## src/sensor_trim_pkg.sv

```systemverilog
// Constants shared by the sensor trim configuration and lookup logic
package sensor_trim_pkg;
  // Configuration word field positions
  localparam int OSC_TRIM_HI      = 15;
  localparam int OSC_TRIM_LO      = 13;
  localparam int EXT_RES_BIT      = 12;
  localparam int CLK_OUT_BIT      = 11;
  localparam int POL_SWAP_BIT     = 10;
  localparam int COARSE_SIGN_BIT  = 9;
  localparam int COARSE_MAG_HI    = 8;
  localparam int COARSE_MAG_LO    = 6;
  localparam int GAIN_HI          = 5;
  localparam int GAIN_LO          = 2;
  localparam int DAC_SIGN_BIT     = 1;
  localparam int TEMPCO_SIGN_BIT  = 0;

  // Reset values
  localparam logic [15:0] CONFIG_RESET = 16'h0000;
  localparam logic [15:0] LOCK_RESET   = 16'h0000;
  localparam logic [7:0]  TEMP_RESET   = 8'h00;

  // Calibration register select codes
  localparam logic [3:0] SEL_CONFIG = 4'h0;

  // Lock pattern in the low byte
  localparam logic [7:0] LOCK_PATTERN = 8'hFF;

  // Oscillator frequency in kHz per trim code
  localparam logic [10:0] OSC_KHZ_NOMINAL = 11'h3E8;  // 1000
  localparam logic [10:0] OSC_KHZ_P1      = 11'h446;  // 1094
  localparam logic [10:0] OSC_KHZ_P2      = 11'h4A4;  // 1188
  localparam logic [10:0] OSC_KHZ_P3      = 11'h501;  // 1281
  localparam logic [10:0] OSC_KHZ_M4      = 11'h271;  // 625
  localparam logic [10:0] OSC_KHZ_M3      = 11'h2CF;  // 719
  localparam logic [10:0] OSC_KHZ_M2      = 11'h32C;  // 812
  localparam logic [10:0] OSC_KHZ_M1      = 11'h38A;  // 906

  // Gain law: base plus step per code
  localparam logic [7:0] GAIN_BASE = 8'h27;  // 39
  localparam logic [7:0] GAIN_STEP = 8'h0D;  // 13

  // Coarse offset magnitude in hundredths of a percent of supply, code 7 last
  localparam logic [6:0] COARSE_STEP_PCT = 7'h12;  // 18
  localparam logic [6:0] COARSE_TOP_PCT  = 7'h7D;  // 125

  // Lookup map
  localparam logic [7:0] TEMP_INDEX_MAX  = 8'hAF;
  localparam logic [7:0] TEMP_INDEX_UPPER = 8'h80;
  localparam logic [9:0] SPAN_BASE_LOW   = 10'h200;
  localparam logic [9:0] OFFSET_BASE_UP  = 10'h100;
  localparam logic [9:0] SPAN_BASE_UP    = 10'h1A0;
endpackage

```

## src/coeff_addr_map.sv

```systemverilog
// Temperature index to EEPROM coefficient byte address mapping
`timescale 1ns/1ps
`default_nettype none
module coeff_addr_map
  import sensor_trim_pkg::*;
(
  input  wire logic [7:0] temp_index,
  output logic      [9:0] offset_addr_low,
  output logic      [9:0] span_addr_low
);
  logic [7:0] idx_sat;
  logic [9:0] idx_x2;

  // Indices past the last table entry would land outside the map
  assign idx_sat = (temp_index > TEMP_INDEX_MAX) ? TEMP_INDEX_MAX : temp_index;

  always_comb begin
    if (idx_sat < TEMP_INDEX_UPPER) begin
      idx_x2          = {1'b0, idx_sat, 1'b0};
      offset_addr_low = idx_x2;
      span_addr_low   = 10'(SPAN_BASE_LOW + idx_x2);
    end else begin
      idx_x2          = {2'b00, idx_sat[6:0], 1'b0};
      offset_addr_low = 10'(OFFSET_BASE_UP + idx_x2);
      span_addr_low   = 10'(SPAN_BASE_UP + idx_x2);
    end
  end
endmodule // coeff_addr_map
`default_nettype wire

```

## src/sensor_trim_config.sv

```systemverilog
// Configuration word, lock word and coefficient lookup of the sensor conditioner
`timescale 1ns/1ps
`default_nettype none
// Notes on behaviour
// - Trim code sets oscillator frequency offset
// - Bit 12 selects external bias resistors
// - Bit 11 enables clock output driver
// - Bit 10 swaps bridge input polarity
// - Coarse offset magnitude bits 8:6, sign bit 9
// - Coarse offset 0.18 percent steps, 1.25 top
// - Gain equals 39 plus 13 per code
// - Bit 1 sets offset DAC sign
// - Bit 0 sets offset tempco DAC sign
// - Keep 8-bit temperature index, rises with heat
// - Index maps to offset and span EEPROM bytes
// - Lock low byte FF kills serial, routes output
// - Load command at select 0 copies holding register
module sensor_trim_config
  import sensor_trim_pkg::*;
(
  input  wire logic        clk,
  input  wire logic        reset,
  input  wire logic [15:0] holding_register,
  input  wire logic [3:0]  cal_register_select,
  input  wire logic        load_cal_register_cmd,
  input  wire logic        lock_load,
  input  wire logic [7:0]  temp_sensor_code,
  output logic      [15:0] configuration_word,
  output logic      [15:0] lock_control_word,
  output logic      [2:0]  oscillator_trim,
  output logic      [10:0] osc_freq_khz,
  output logic             external_resistor_select,
  output logic             clock_output_enable,
  output logic             input_polarity_swap,
  output logic             coarse_offset_sign,
  output logic      [2:0]  coarse_offset_magnitude,
  output logic      [7:0]  coarse_offset_pct,
  output logic      [3:0]  gain_code,
  output logic      [7:0]  gain_value,
  output logic             offset_dac_sign,
  output logic             offset_tempco_dac_sign,
  output logic      [7:0]  temp_index,
  output logic      [9:0]  offset_addr_low,
  output logic      [9:0]  offset_addr_high,
  output logic      [9:0]  span_addr_low,
  output logic      [9:0]  span_addr_high,
  output logic             serial_enable,
  output logic             out_to_gain_stage
);
  logic [15:0] config_r;
  logic [15:0] lock_r;
  logic [10:0] osc_khz_r;
  logic [7:0]  coarse_pct_r;
  logic [7:0]  gain_r;
  logic [7:0]  temp_r;
  logic [9:0]  off_addr_r;
  logic [9:0]  span_addr_r;
  logic [9:0]  off_addr_nxt;
  logic [9:0]  span_addr_nxt;
  logic        locked;
  logic        cfg_load;

  function automatic logic [10:0] osc_decode(input logic [2:0] code);
    unique case (code)
      3'b000:  osc_decode = OSC_KHZ_NOMINAL;
      3'b001:  osc_decode = OSC_KHZ_P1;
      3'b010:  osc_decode = OSC_KHZ_P2;
      3'b011:  osc_decode = OSC_KHZ_P3;
      3'b100:  osc_decode = OSC_KHZ_M4;
      3'b101:  osc_decode = OSC_KHZ_M3;
      3'b110:  osc_decode = OSC_KHZ_M2;
      3'b111:  osc_decode = OSC_KHZ_M1;
    endcase
  endfunction

  // Signed hundredths of a percent; top code is 1.25, not 7 x 0.18
  function automatic logic [7:0] coarse_decode(input logic sign, input logic [2:0] mag);
    logic [6:0] pct;
    pct = (mag == 3'h7) ? COARSE_TOP_PCT : 7'(COARSE_STEP_PCT * mag);
    coarse_decode = sign ? {1'b0, pct} : 8'(-{1'b0, pct});
  endfunction

  function automatic logic [7:0] gain_decode(input logic [3:0] code);
    gain_decode = 8'(GAIN_BASE + 8'(GAIN_STEP * code));
  endfunction

  // Serial commands cannot reach a locked part
  assign locked   = (lock_r[7:0] == LOCK_PATTERN);
  assign cfg_load = load_cal_register_cmd && !locked && (cal_register_select == SEL_CONFIG);

  always_ff @(posedge clk or posedge reset) begin
    if (reset) begin
      config_r <= CONFIG_RESET;
    end else if (cfg_load) begin
      config_r <= holding_register;
    end
  end

  always_ff @(posedge clk or posedge reset) begin
    if (reset) begin
      osc_khz_r    <= OSC_KHZ_NOMINAL;
      coarse_pct_r <= 8'h00;
      gain_r       <= GAIN_BASE;
    end else if (cfg_load) begin
      osc_khz_r    <= osc_decode(holding_register[OSC_TRIM_HI:OSC_TRIM_LO]);
      coarse_pct_r <= coarse_decode(holding_register[COARSE_SIGN_BIT],
                                    holding_register[COARSE_MAG_HI:COARSE_MAG_LO]);
      gain_r       <= gain_decode(holding_register[GAIN_HI:GAIN_LO]);
    end
  end

  // Once locked the word cannot be rewritten from the link
  always_ff @(posedge clk or posedge reset) begin
    if (reset) begin
      lock_r <= LOCK_RESET;
    end else if (lock_load && !locked) begin
      lock_r <= holding_register;
    end
  end

  always_ff @(posedge clk or posedge reset) begin
    if (reset) begin
      temp_r <= TEMP_RESET;
    end else begin
      temp_r <= temp_sensor_code;
    end
  end

  coeff_addr_map u_map (
    .temp_index      (temp_r),
    .offset_addr_low (off_addr_nxt),
    .span_addr_low   (span_addr_nxt)
  );

  always_ff @(posedge clk or posedge reset) begin
    if (reset) begin
      off_addr_r  <= 10'h000;
      span_addr_r <= SPAN_BASE_LOW;
    end else begin
      off_addr_r  <= off_addr_nxt;
      span_addr_r <= span_addr_nxt;
    end
  end

  assign configuration_word       = config_r;
  assign lock_control_word        = lock_r;
  assign oscillator_trim          = config_r[OSC_TRIM_HI:OSC_TRIM_LO];
  assign osc_freq_khz             = osc_khz_r;
  assign external_resistor_select = config_r[EXT_RES_BIT];
  assign clock_output_enable      = config_r[CLK_OUT_BIT];
  assign input_polarity_swap      = config_r[POL_SWAP_BIT];
  assign coarse_offset_sign       = config_r[COARSE_SIGN_BIT];
  assign coarse_offset_magnitude  = config_r[COARSE_MAG_HI:COARSE_MAG_LO];
  assign coarse_offset_pct        = coarse_pct_r;
  assign gain_code                = config_r[GAIN_HI:GAIN_LO];
  assign gain_value               = gain_r;
  assign offset_dac_sign          = config_r[DAC_SIGN_BIT];
  assign offset_tempco_dac_sign   = config_r[TEMPCO_SIGN_BIT];
  assign temp_index               = temp_r;
  assign offset_addr_low          = off_addr_r;
  assign offset_addr_high         = off_addr_r | 10'h001;
  assign span_addr_low            = span_addr_r;
  assign span_addr_high           = span_addr_r | 10'h001;
  assign serial_enable            = !locked;
  assign out_to_gain_stage        = locked;
endmodule // sensor_trim_config
`default_nettype wire

```

## config.mk

```make
export PLATFORM = sky130hd
export DESIGN_NAME = sensor_trim_config
export DESIGN_NICKNAME = d
export VERILOG_FILES = /design/src/sensor_trim_pkg.sv /design/src/coeff_addr_map.sv /design/src/sensor_trim_config.sv
export SDC_FILE = /design/constraint.sdc
export NUM_CORES = 1
export LEC_CHECK = 0
export BUFFER_PORTS_ARGS = -buffer_cell sky130_fd_sc_hd__buf_2
export CAP_MARGIN = 30
export CORE_MARGIN = 1.5
export CORE_UTILIZATION = 35
export DETAILED_ROUTE_END_ITERATION = 12
export SYNTH_ARGS = -nofsm -noshare
export SYNTH_HDL_FRONTEND = slang
export SYNTH_SLANG_ARGS = --single-unit
```

## constraint.sdc

```tcl
create_clock -name clk -period 6.65 [get_ports clk]
set_input_delay 0.665 -clock clk [delete_from_list [all_inputs] [get_ports clk]]
set_output_delay 0.665 -clock clk [all_outputs]
set_load 0.005 [all_outputs]
```

# Word-level counts from Yosys, hierarchy flattened
# Memories as Yosys holds them, arrays and structs flattened. A register that Yosys moved wholly into a read port is not among the register bits.
# Index checks and enable logic that the tools add are counted.
# op_classes
addsub	5
multipliers	2
magnitude_cmp	2
n_eq_ne	2
muxes	5
reduce_logical	5
# ops
operator	n
adder 9 x 8 -> 10 bit, first input constant	2
2-to-1 mux 10 bit	2
2-to-1 mux 8 bit	2
adder 10 x 9 -> 10 bit, first input constant	1
adder 6 x 8 -> 8 bit, first input constant	1
== test 8 bit, second input constant	1
> comparator 8 bit, second input constant	1
less-than comparator 8 bit, second input constant	1
multiplier 4 x 4 -> 8 bit, first input constant	1
negation 7 -> 8 bit	1
2-to-1 mux 7 bit	1
multiplier 4 x 3 -> 6 bit, first input constant	1
zero test 4 bit	1
== test 3 bit, second input constant	1
logical AND 1 bit	3
zero test 1 bit	1
# totals
register_bits	76
romBits	88
input_bits	32
output_inout_bits	125
elab_cells	29
n_memories	1
# mem_list
memory	depth	word_bits	read_ports	rd_clocked_by_memory_dff	write_ports	line_no	rtl
(name not given)	8	11	1	1	0	sensor_trim_config.sv:64	unique case (code)

# Depth between registers and ports, before layout
# Gate-level depths: netlist of the first run.
# logic_depth
depth_word	4
ltp_mapped	10
ltp_nobuf	10

# Modules after synthesis
# Synthesis of the first run repeated with hierarchy kept, for this count alone.
# unflattened
cells_unflattened	346
hier_area_um2	4020.1
# by_module_without_submodules
mod	n_inst	cells_per_inst	area_each_um2	seq_area_each_um2
sensor_trim_config	1	315	3826.2	2190.9
coeff_addr_map	1	31	193.9	0.0

# Least setup slack after synthesis of the first run
# Ideal clock, no wire load.
# synth_timing
kind	input-to-reg
start	in holding_register[3]
end	reg gain_r[7], in the netlist gain_value[7]
setup_time_ns	0.133
arrival_ns	2.632
t_required_ns	6.517
setup_slack_ns	3.885
path_stages	10
path_buffers	0
cell_sequence	ha_1 > inv_1 > fa_1 > inv_1 > ha_1 > ha_1 > and3_1 > a221oi_1 > xnor2_1 > o21ai_0
# synth_between
elab_chain_cells	2
# synth_rtl
item	line_no	rtl
start, declared	sensor_trim_config.sv:23	input wire logic [15:0] holding_register,
multiplier 4 x 4 -> 8 bit	sensor_trim_config.sv:84	gain_decode = 8'(GAIN_BASE + 8'(GAIN_STEP * code));
adder 6 x 8 -> 8 bit	sensor_trim_config.sv:84	
end signal, assigned	sensor_trim_config.sv:108	gain_r <= gain_decode(holding_register[GAIN_HI:GAIN_LO]);
end, declared	sensor_trim_config.sv:54	logic [7:0] gain_r;
# Every way passes these cells.
# A chain may end at the register's enable or synchronous reset.

# Worst setup path in the final report of the first run
# layout_timing
start	in holding_register[4]
end	reg gain_r[7], in the netlist gain_value[7]
# Same word-level chain as after synthesis.

==> results of run 1 <==
cell families after synthesis:
logic type / after synthesis / share of synthesized area (%)
compound gates: 50 / 7.78
flops: 80 / 51.8
buf+inv: 84 / 13.2
mux: 29 / 8.33
simple gates: 62 / 7.68
other cells: 2 / 0.193
fa+ha+maj: 26 / 8.94
xor+xnor: 9 / 2.03
area by class of cell:
cell class              count  area [sq um]
inverters                  25          95.1
repair buffers            152           766
clock inverters             6          68.8
fillers                  1066          6200
multi-input cells         182          1380
well taps                 140           175
clock buffers              10           138
flip-flops and latches     80          2020
metal layers:
metal | vias up | global-route usage [%] | part of all wire, %
li1 | 1292 | - | -
met5 | - | 0 | 0
met2 | 86 | 22.9 | 48
met4 | 0 | 7.61 | 2.5
met3 | 17 | 3.86 | 6.0
met1 | 1272 | 16.9 | 44
worst max-delay path by stage:
stage	slack [ns]	cells after the start	end
global route	3.75	11	gain_value[7]
CTS	3.88	11	gain_value[7]
floorplan	3.89	10	gain_value[7]
finish	3.86	11	gain_value[7]
detailed placement	3.51	11	gain_value[7]
global placement	3.60	11	gain_value[7]
cells in the mapped netlist, drive strengths merged, types with 2 or more instances:
master  instances  area [sq um]
mux2           27           304
a311oi          2          23.8
dfstp          11           289
o31ai           2          15.0
nand2          40           158
fa              3          60.1
buf            51           392
nor2            6          22.5
dfrtp          69          1730
nand2b          5          31.3
o21ai          30           150
nand4           3          18.8
a21oi           7          35.0
xnor2           5          43.8
conb            2          7.51
mux2i           2          20.0
inv            25          93.8
clkbuf          8          30.0
xor2            4          35.0
a21o            3          22.5
o211ai          3          32.5
ha             23           288
and3            2          12.5
stage by stage:
step / hold slack [ns] / util [%] / instance area (sq um)
CTS: 0.243 / 42.8 / 4640
floorplan: 0.451 / - / 3910
global route: 0.249 / 42.8 / 4640
finish: 0.245 / 42.8 / 4640
global placement: 0.450 / 40.9 / 4440
detailed placement: 0.443 / 40.9 / 4440
state kept, by name (all words and copies together), names as in the netlist:
signal,count
configuration_word,16
osc_freq_khz,11
gain_value,8
offset_addr_low,8
span_addr_low,5
lock_control_word,16
coarse_offset_pct,8
temp_index,8
critical path: stages:
cell      delay, ns
buf_2          0.17
ha_1           0.19
inv_1          0.06
fa_1           0.48
inv_1          0.05
ha_1           0.29
ha_1           0.35
and3_1         0.18
a221oi_1       0.32
xnor2_1        0.16
o21ai_0        0.08
placed cells by master (no fill, tap or decap), drive strengths merged, types with 2 or more instances in the layout:
master / instances
fa: 3
inv: 24
nor2: 6
xnor2: 5
o211ai: 3
and3: 2
a311oi: 2
mux2i: 2
clkbuf: 10
ha: 23
xor2: 4
a21oi: 7
dfstp: 11
o21ai: 30
mux2: 27
nand4: 3
clkinv: 5
nand2: 40
conb: 6
a21o: 3
buf: 152
o31ai: 2
dfrtp: 69
nand2b: 5
power by group through the flow:
stage               sequential (uW)  clock (uW)  combinational [uW]
global route                    633         404                 316
CTS                             623         379                 282
finish                          621         368                 275
detailed placement              632           0                 281
floorplan                       635           0                 167
global placement                628           0                 279
==> reports/qor.yml, run 1 <==
outcome:
  status: "complete, no violations"
sta:
  max_freq_mhz: 359
  fin_skew_ns: 0.0122
  setup_viol: 0
  slew_viol_final: 0
  fin_crit_sh_pct: 41.9
  rsz0062_at_grt: "false"
  timing.final.ws_setup_ns: 3.86
  setup_tns_ns: 0
  hold_viol: 0
  finalCriticalPeriod_ns: 2.79
  worst_slew_pin_slew_ns: 0.768
  slew_headroom_pct: 48.8
global_routing:
  grt_pass1_vias: 2586
  grt_overflow_total: 0
  grt_usage_pct: 14.1
  antenna_found_initial: 0
  grt_pass1_wl_mm: 12.6
  grt_max_degree: 72
clock_tree:
  cts_made_buffers: 9
  cts_sinks: 80
  cts_max_path_buffers: 2
  holdBufCountCts: 0
  postCtsResizedCells: 0
  htreeDepth: 3
  root_buffer: "clkbuf_8"
  cts_tree: "yes"
  clk_latency_ns: 0.36
  path_clk_slew_ns: 0.08
  postCtsSetupBuffers: 0
pwr:
  ir_worst_vdd_mv: 0.124
  switchingPower_uw: 365
  p_clk_share_pct: 29.1
  swShare_pct: 28.8
  power_uw: 1270
  intPower_uw: 901
  leakage_uw: 0.00246
  comb_power_share_pct: 21.8
  p_per_area_nw_per_um2: 273
  sequentialPowerShare_pct: 49.1
setup_path:
  reg2reg_depth: 4
  r2r-end: "osc_freq_khz[2]"
  critPathCaptureType: "flop"
  critPathArrivalTime_ns: 2.99
  reg2reg_slack_ns: 4.66
  start_kind: "primary input"
  required_ns: 6.86
  cp_max_fo: 6
  worstSetupStartpoint: "holding_register[4]"
  worstReg2RegStart: "lock_control_word[3]"
  worst-setup-path-type: "primary input to flop"
place:
  post-place-ws_ns: 3.51
  gp_congestion: 0.762
  portBuffers: 150
  place_hpwl_mm: 5.92
  dp.cells: 579
finish:
  final_cells: 595
  drive_above_1_share_pct: 46.6
  area_growth_pct: 19.3
  nNetsFinal: 508
  diodes: 0
routing:
  remaining_drc_errors: 0
  drt_iter0_drc: 74
  firstDrtPassIters: 4
  post_drt_via_cell_ratio: 4.48
  detail-route-antenna-nets: 0
  routed_wl_mm: 7.91
  via_count: 2667
  avgRoutedWirePerCell_microns: 13.3
die:
  rows: 38
  start_util_pct: 35.9
  die-area_sq_um: 11800
  io_pins: 157
  die_width_microns: 108
  core-area_sq_um: 10800
  die_h_microns: 108
run:
  cap_violations: 0
synthesis:
  synth.distinct_cells: 39
  synth-edff-count: 0
  async_reset_ff_share_pct: 100
  ys.flop_type: "dfrtp_1"
  ys_ff_latch: 80
  postSynthAreaPerCell_sq_um: 11.4
  netlist_instances: 342
  synth_area_sq_um: 3890
  synth_warnings: 0
  yosysSeqAreaShare_pct: 51.8
min_path:
  min_path_type: "primary input to async pin"
Note: power is estimated with default switching activity, not from simulation.
==> inputs of run 2 (changes only) <==
==> constraint.sdc (replaced) <==
create_clock -name clk -period 2.59 [get_ports clk]
set_input_delay 0.259 -clock clk [delete_from_list [all_inputs] [get_ports clk]]
set_output_delay 0.259 -clock clk [all_outputs]
set_load 0.005 [all_outputs]
==> run 2 against run 1 <==
Sequential power rose to 2.6 times the previous value. Critical path depth did not move. Clock skew barely moved. Critical endpoint unchanged. Largest cell class unchanged.
==> reports/qor.yml, run 2 (synthesized netlist as in run 1, its figures left out) <==
outcome:
  status: "complete, no violations"
clock_tree:
  postCtsSetupBuffers: 0
  cts_sinks: 80
  cts_made_buffers: 9
  htreeDepth: 3
  clk_latency_ns: 0.35
  root_buffer: "clkbuf_8"
  cts_max_path_buffers: 2
  cts_tree: "yes"
  path_clk_slew_ns: 0.08
place:
  gp_congestion: 0.785
  place_hpwl_mm: 6.07
  portBuffers: 150
die:
  die_h_microns: 108
  io_pins: 157
  die-area_sq_um: 11800
  core-area_sq_um: 10800
  rows: 38
  start_util_pct: 35.9
  die_width_microns: 108
sta:
  max_freq_mhz: 444
  setup_tns_ns: 0
  fin_crit_sh_pct: 87.1
  slew_headroom_pct: 55.8
  hold_viol: 0
  setup_viol: 0
  finalCriticalPeriod_ns: 2.25
  rsz0062_at_grt: "false"
  slew_viol_final: 0
  worst_slew_pin_slew_ns: 0.662
  hold-worst-slack_ns: 0.151
  fin_skew_ns: 0.0122
global_routing:
  grt_pass1_wl_mm: 12.8
  grt_usage_pct: 14.3
  antenna_found_initial: 0
  grt_pass1_vias: 2578
  grt_overflow_total: 0
  grt_max_degree: 73
pwr:
  ir_worst_vdd_mv: 0.274
  leakage_uw: 0.00253
  p_per_area_nw_per_um2: 703
finish:
  nNetsFinal: 520
  multi_input_area_sq_um: 1380
  n_fill_cell: 1040
  area_growth_pct: 23.4
  diodes: 0
  drive_above_1_share_pct: 46.0
  seq_area_sq_um: 2020
  layout_common_cells: "150 x buf_2, 69 x dfrtp_1, 39 x nand2_1"
  layout_commonest_cell: "buf_2"
routing:
  avgRoutedWirePerCell_microns: 13.6
  routed_wl_mm: 8.27
  via_count: 2688
  post_drt_via_cell_ratio: 4.43
  remaining_drc_errors: 0
  drt_iter0_drc: 52
  detail-route-antenna-nets: 0
  firstDrtPassIters: 5
setup_path:
  worst_path_max_delay_cell: "fa_1"
  cp_max_fo: 5
  path_cells: "buf_2 > ha_1 > inv_1 > fa_1 > inv_1 > ha_1 > ha_1 > and3_1 > a221oi_1 > xnor2_1 > o21ai_0"
  cpMostUsedCell: "ha_1"
  crit_buf_inv: 3
  critPathArrivalTime_ns: 2.48
  critPathCaptureType: "flop"
  worst-setup-path-type: "primary input to flop"
  required_ns: 2.81
  crit_family: "adder cells"
  max_stage_delay_ns: 0.48
  start_kind: "primary input"
run:
  cap_violations: 0
min_path:
  min_path_type: "primary input to flop"
## run 2: changes by cell type in the layout (fill, tap and decap cells not counted), sizes merged
cell         change
clkinv           -3
bufinv           +1
inv              +2
buf              +3
dlygate4sd3      +9
## run 2: layer usage
metal | wire, microns | global-route usage, % | up-vias
li1 | - | - | 1314
met1 | 3560 | 17.5 | 1277
met2 | 4090 | 23.6 | 86
met3 | 485 | 3.80 | 11
met4 | 136 | 6.20 | 0
met5 | 0 | 0 | -
## run 2: final timing paths
check | cells past startpoint | slack, ns | start | end
worst max-delay path | 11 | 0.34 | holding_register[4] | gain_value[7]
worst min-delay path | 2 | 0.15 | holding_register[14] | osc_freq_khz[6]
worst max register to register | 4 | 0.89 | lock_control_word[3] | lock_control_word[4]
worst min register to register | 1 | 0.46 | temp_index[0] | offset_addr_low[1]
max in group asynchronous | 4 | 1.35 | reset | osc_freq_khz[5]
min in group asynchronous | 3 | 0.52 | reset | coarse_offset_pct[7]
## run 2: cell type report
| type | instances | share of cell area [%] |
|---|---|---|
| flip-flops and latches | 80 | 42.0 |
| repair buffers | 164 | 18.8 |
| well taps | 140 | 3.65 |
| inverters | 25 | 1.98 |
| multi-input cells | 182 | 28.8 |
| clock buffers | 10 | 2.87 |
| clock inverters | 6 | 1.88 |
## run 2: timing repair
action | 4_1_cts | 5_1_grt
gates resized for setup | 0 | 0
endpoints found under the hold margin | 37 | 1
setup endpoints to repair | 0 | 0
hold buffers | 8 | 1
## run 2: stage by stage
stage	power (uW)	util [%]	area, sq um	instances	setup WS (ns)
after floorplan	2060	-	3910	346	0.231
after global placement	2340	41.4	4480	582	0.0329
after detailed placement	2360	41.4	4480	582	-0.0268
after CTS	3440	44.2	4790	606	0.356
after global routing	3600	44.3	4800	607	0.225
final	3380	44.3	4800	607	0.335
## run 2: report_power, final
group	internal [uW]	switching, uW	leakage [uW]	total (uW)
Combinational	380	356	0.00147	736
Sequential	1480	124	0.000952	1600
Clock	574	464	0.000113	1040
Total	2430	945	0.00253	3380
==> inputs of run 3 (changes only) <==
--- a/config.mk
+++ b/config.mk
@@ -12,4 +12,5 @@
 export DETAILED_ROUTE_END_ITERATION = 12
 export SYNTH_ARGS = -nofsm -noshare
 export SYNTH_HDL_FRONTEND = slang
+export SYNTH_HIERARCHICAL = 1
 export SYNTH_SLANG_ARGS = --single-unit
==> run 3 against run 2 <==
Sequential cell count increased by 7. Core utilization increased by 0.50 points. Worst hold slack got worse by 0.14 ns. Wire length increased by 1.5%. Worst setup slack got worse by 0.031 ns. Largest cell class unchanged.
==> reports/qor.yml, run 3 <==
outcome:
  status: "complete, no violations"
finish:
  post-route-util_pct: 44.8
  layout_commonest_cell: "buf_2"
  layout_common_cells: "154 x buf_2, 76 x dfrtp_1, 37 x nand2_1"
  area_growth_pct: 22.9
  fin_area_sq_um: 4940
  diodes: 0
  n_fill_cell: 1064
  nNetsFinal: 520
  drive_above_1_share_pct: 46.4
setup_path:
  required_ns: 2.83
  critPathArrivalTime_ns: 2.53
  worst-setup-path-type: "primary input to flop"
  critPathCaptureType: "flop"
  cp_max_fo: 4
  start_kind: "primary input"
sta:
  slew_headroom_pct: 64.5
  fin_skew_ns: 0.00701
  slew_viol_final: 0
  worst_slew_pin_slew_ns: 0.532
  hold-worst-slack_ns: 0.0119
  max_freq_mhz: 438
  setup_viol: 0
  timing.final.ws_setup_ns: 0.305
  hold_viol: 0
  finalCriticalPeriod_ns: 2.29
  rsz0062_at_grt: "false"
  fin_crit_sh_pct: 88.2
clock_tree:
  postCtsResizedCells: 0
  clk_latency_ns: 0.34
  cts_sinks: 87
  root_buffer: "clkbuf_16"
  holdBufCountCts: 0
  postCtsSetupBuffers: 0
  cts_max_path_buffers: 2
  htreeDepth: 3
  cts_tree: "yes"
  path_clk_slew_ns: 0.06
  cts_made_buffers: 9
place:
  gp_congestion: 0.789
  post-place-ws_ns: -0.0402
  portBuffers: 154
  place_hpwl_mm: 6.24
  place_area_sq_um: 4650
global_routing:
  grt_overflow_total: 0
  grt_usage_pct: 14.4
  grt_pass1_vias: 2565
  grt_pass1_wl_mm: 12.9
  antenna_found_initial: 0
  grt_max_degree: 88
routing:
  routed_wl_mm: 8.40
  post_drt_via_cell_ratio: 4.49
  drt_iter0_drc: 94
  avgRoutedWirePerCell_microns: 13.8
  firstDrtPassIters: 4
  remaining_drc_errors: 0
  via_count: 2727
  detail-route-antenna-nets: 0
min_path:
  min_path_type: "primary input to async pin"
die:
  rows: 38
  io_pins: 157
  start_util_pct: 36.4
  die_h_microns: 110
  core-area_sq_um: 11000
  die-area_sq_um: 12100
  die_width_microns: 110
pwr:
  p_per_area_nw_per_um2: 741
  intPower_uw: 2670
  comb_power_share_pct: 19.6
  p_clk_share_pct: 33.3
  leakage_uw: 0.00260
  swShare_pct: 27.0
  sequentialPowerShare_pct: 47.1
  switchingPower_uw: 986
  ir_worst_vdd_mv: 0.345
synthesis:
  ys_ff_latch: 87
  async_reset_ff_share_pct: 100
  netlist_instances: 346
  yosys.area.top_type: "dfrtp_1"
  synth_warnings: 6
  synth-edff-count: 0
  synth_area_sq_um: 4020
  yosysMostFrequentCell: "dfrtp_1"
  synth.top_cell.area_share_pct: 47.3
  ys.flop_type: "dfrtp_1"
  postSynthAreaPerCell_sq_um: 11.6
  synth.distinct_cells: 41
  synth_commonest_cells: "76 x dfrtp_1, 44 x buf_4, 37 x nand2_1, 26 x mux2_2"
  yosysSeqAreaShare_pct: 54.5
  synthTopCellsByArea: "dfrtp_1 47%, buf_4 8.2%, mux2_2 7.3%"
run:
  cap_violations: 0
[run 3: path summary, 6_finish.rpt]
check	startpoint	end	slack, ns	depth (start not counted)
min in group clk	temp_sensor_code[7]	temp_index[7]	0.03	1
setup reg to reg	lock_control_word[5]	gain_value[6]	0.65	5
hold / removal	reset	configuration_word[12]	0.01	3
setup / recovery	holding_register[4]	gain_value[7]	0.30	11
hold reg to reg	osc_freq_khz[9]	osc_freq_khz[9]	0.47	2
max in group asynchronous	reset	gain_value[5]	2.19	3
[run 3: layer usage]
metal / GRT usage, % / part of all wire [%] / up-vias
met5: 0 / 0 / -
met4: 7.60 / 2.1 / 0
met3: 3.12 / 4.7 / 13
met2: 22.6 / 48 / 76
met1: 18.5 / 45 / 1311
li1: - / - / 1327
[run 3: logic make-up (layout without fill, tap and decap cells)]
logic type	after synthesis	count (layout)	synth area share [%]
compound gates	55	55	8.22
simple gates	60	60	6.91
xor+xnor	9	9	1.96
mux	28	28	7.78
other cells	2	5	0.187
fa+ha+maj	25	25	8.34
buf+inv	80	199	12.1
flops	87	87	54.5
[run 3: worst max-delay path: stages]
cell and delay (ns):
buf_2 0.12, ha_1 0.18, inv_1 0.06, fa_1 0.47
inv_1 0.04, ha_1 0.28, ha_1 0.34, and3_1 0.16
a221oi_1 0.32, xnor2_1 0.11, o21ai_0 0.18
[run 3: area by class of cell]
cell class | instances | area (sq um) | area share (%)
clock inverter | 4 | 30.0 | 0.608
multi-input combinational | 182 | 1360 | 27.4
clock buffer | 12 | 256 | 5.19
tap | 140 | 175 | 3.55
sequential | 87 | 2190 | 44.4
inverter | 22 | 83.8 | 1.70
timing repair buffer | 161 | 848 | 17.2
[run 3: through the flow]
step | power [uW] | std cells | setup TNS, ns
2_1_floorplan | 2180 | 349 | 0
3_3_place_gp | 2470 | 592 | 0
3_5_place_dp | 2480 | 592 | -0.0402
4_1_cts | 3730 | 608 | 0
5_1_grt | 3910 | 608 | 0
6_report | 3660 | 608 | 0
[run 3: power groups by stage]
stage,clock network [uW],logic [uW],registers [uW]
finish,1220,717,1720
global route,1340,822,1750
CTS,1270,735,1730
detailed placement,0,735,1750
global placement,0,730,1740
floorplan,0,426,1750
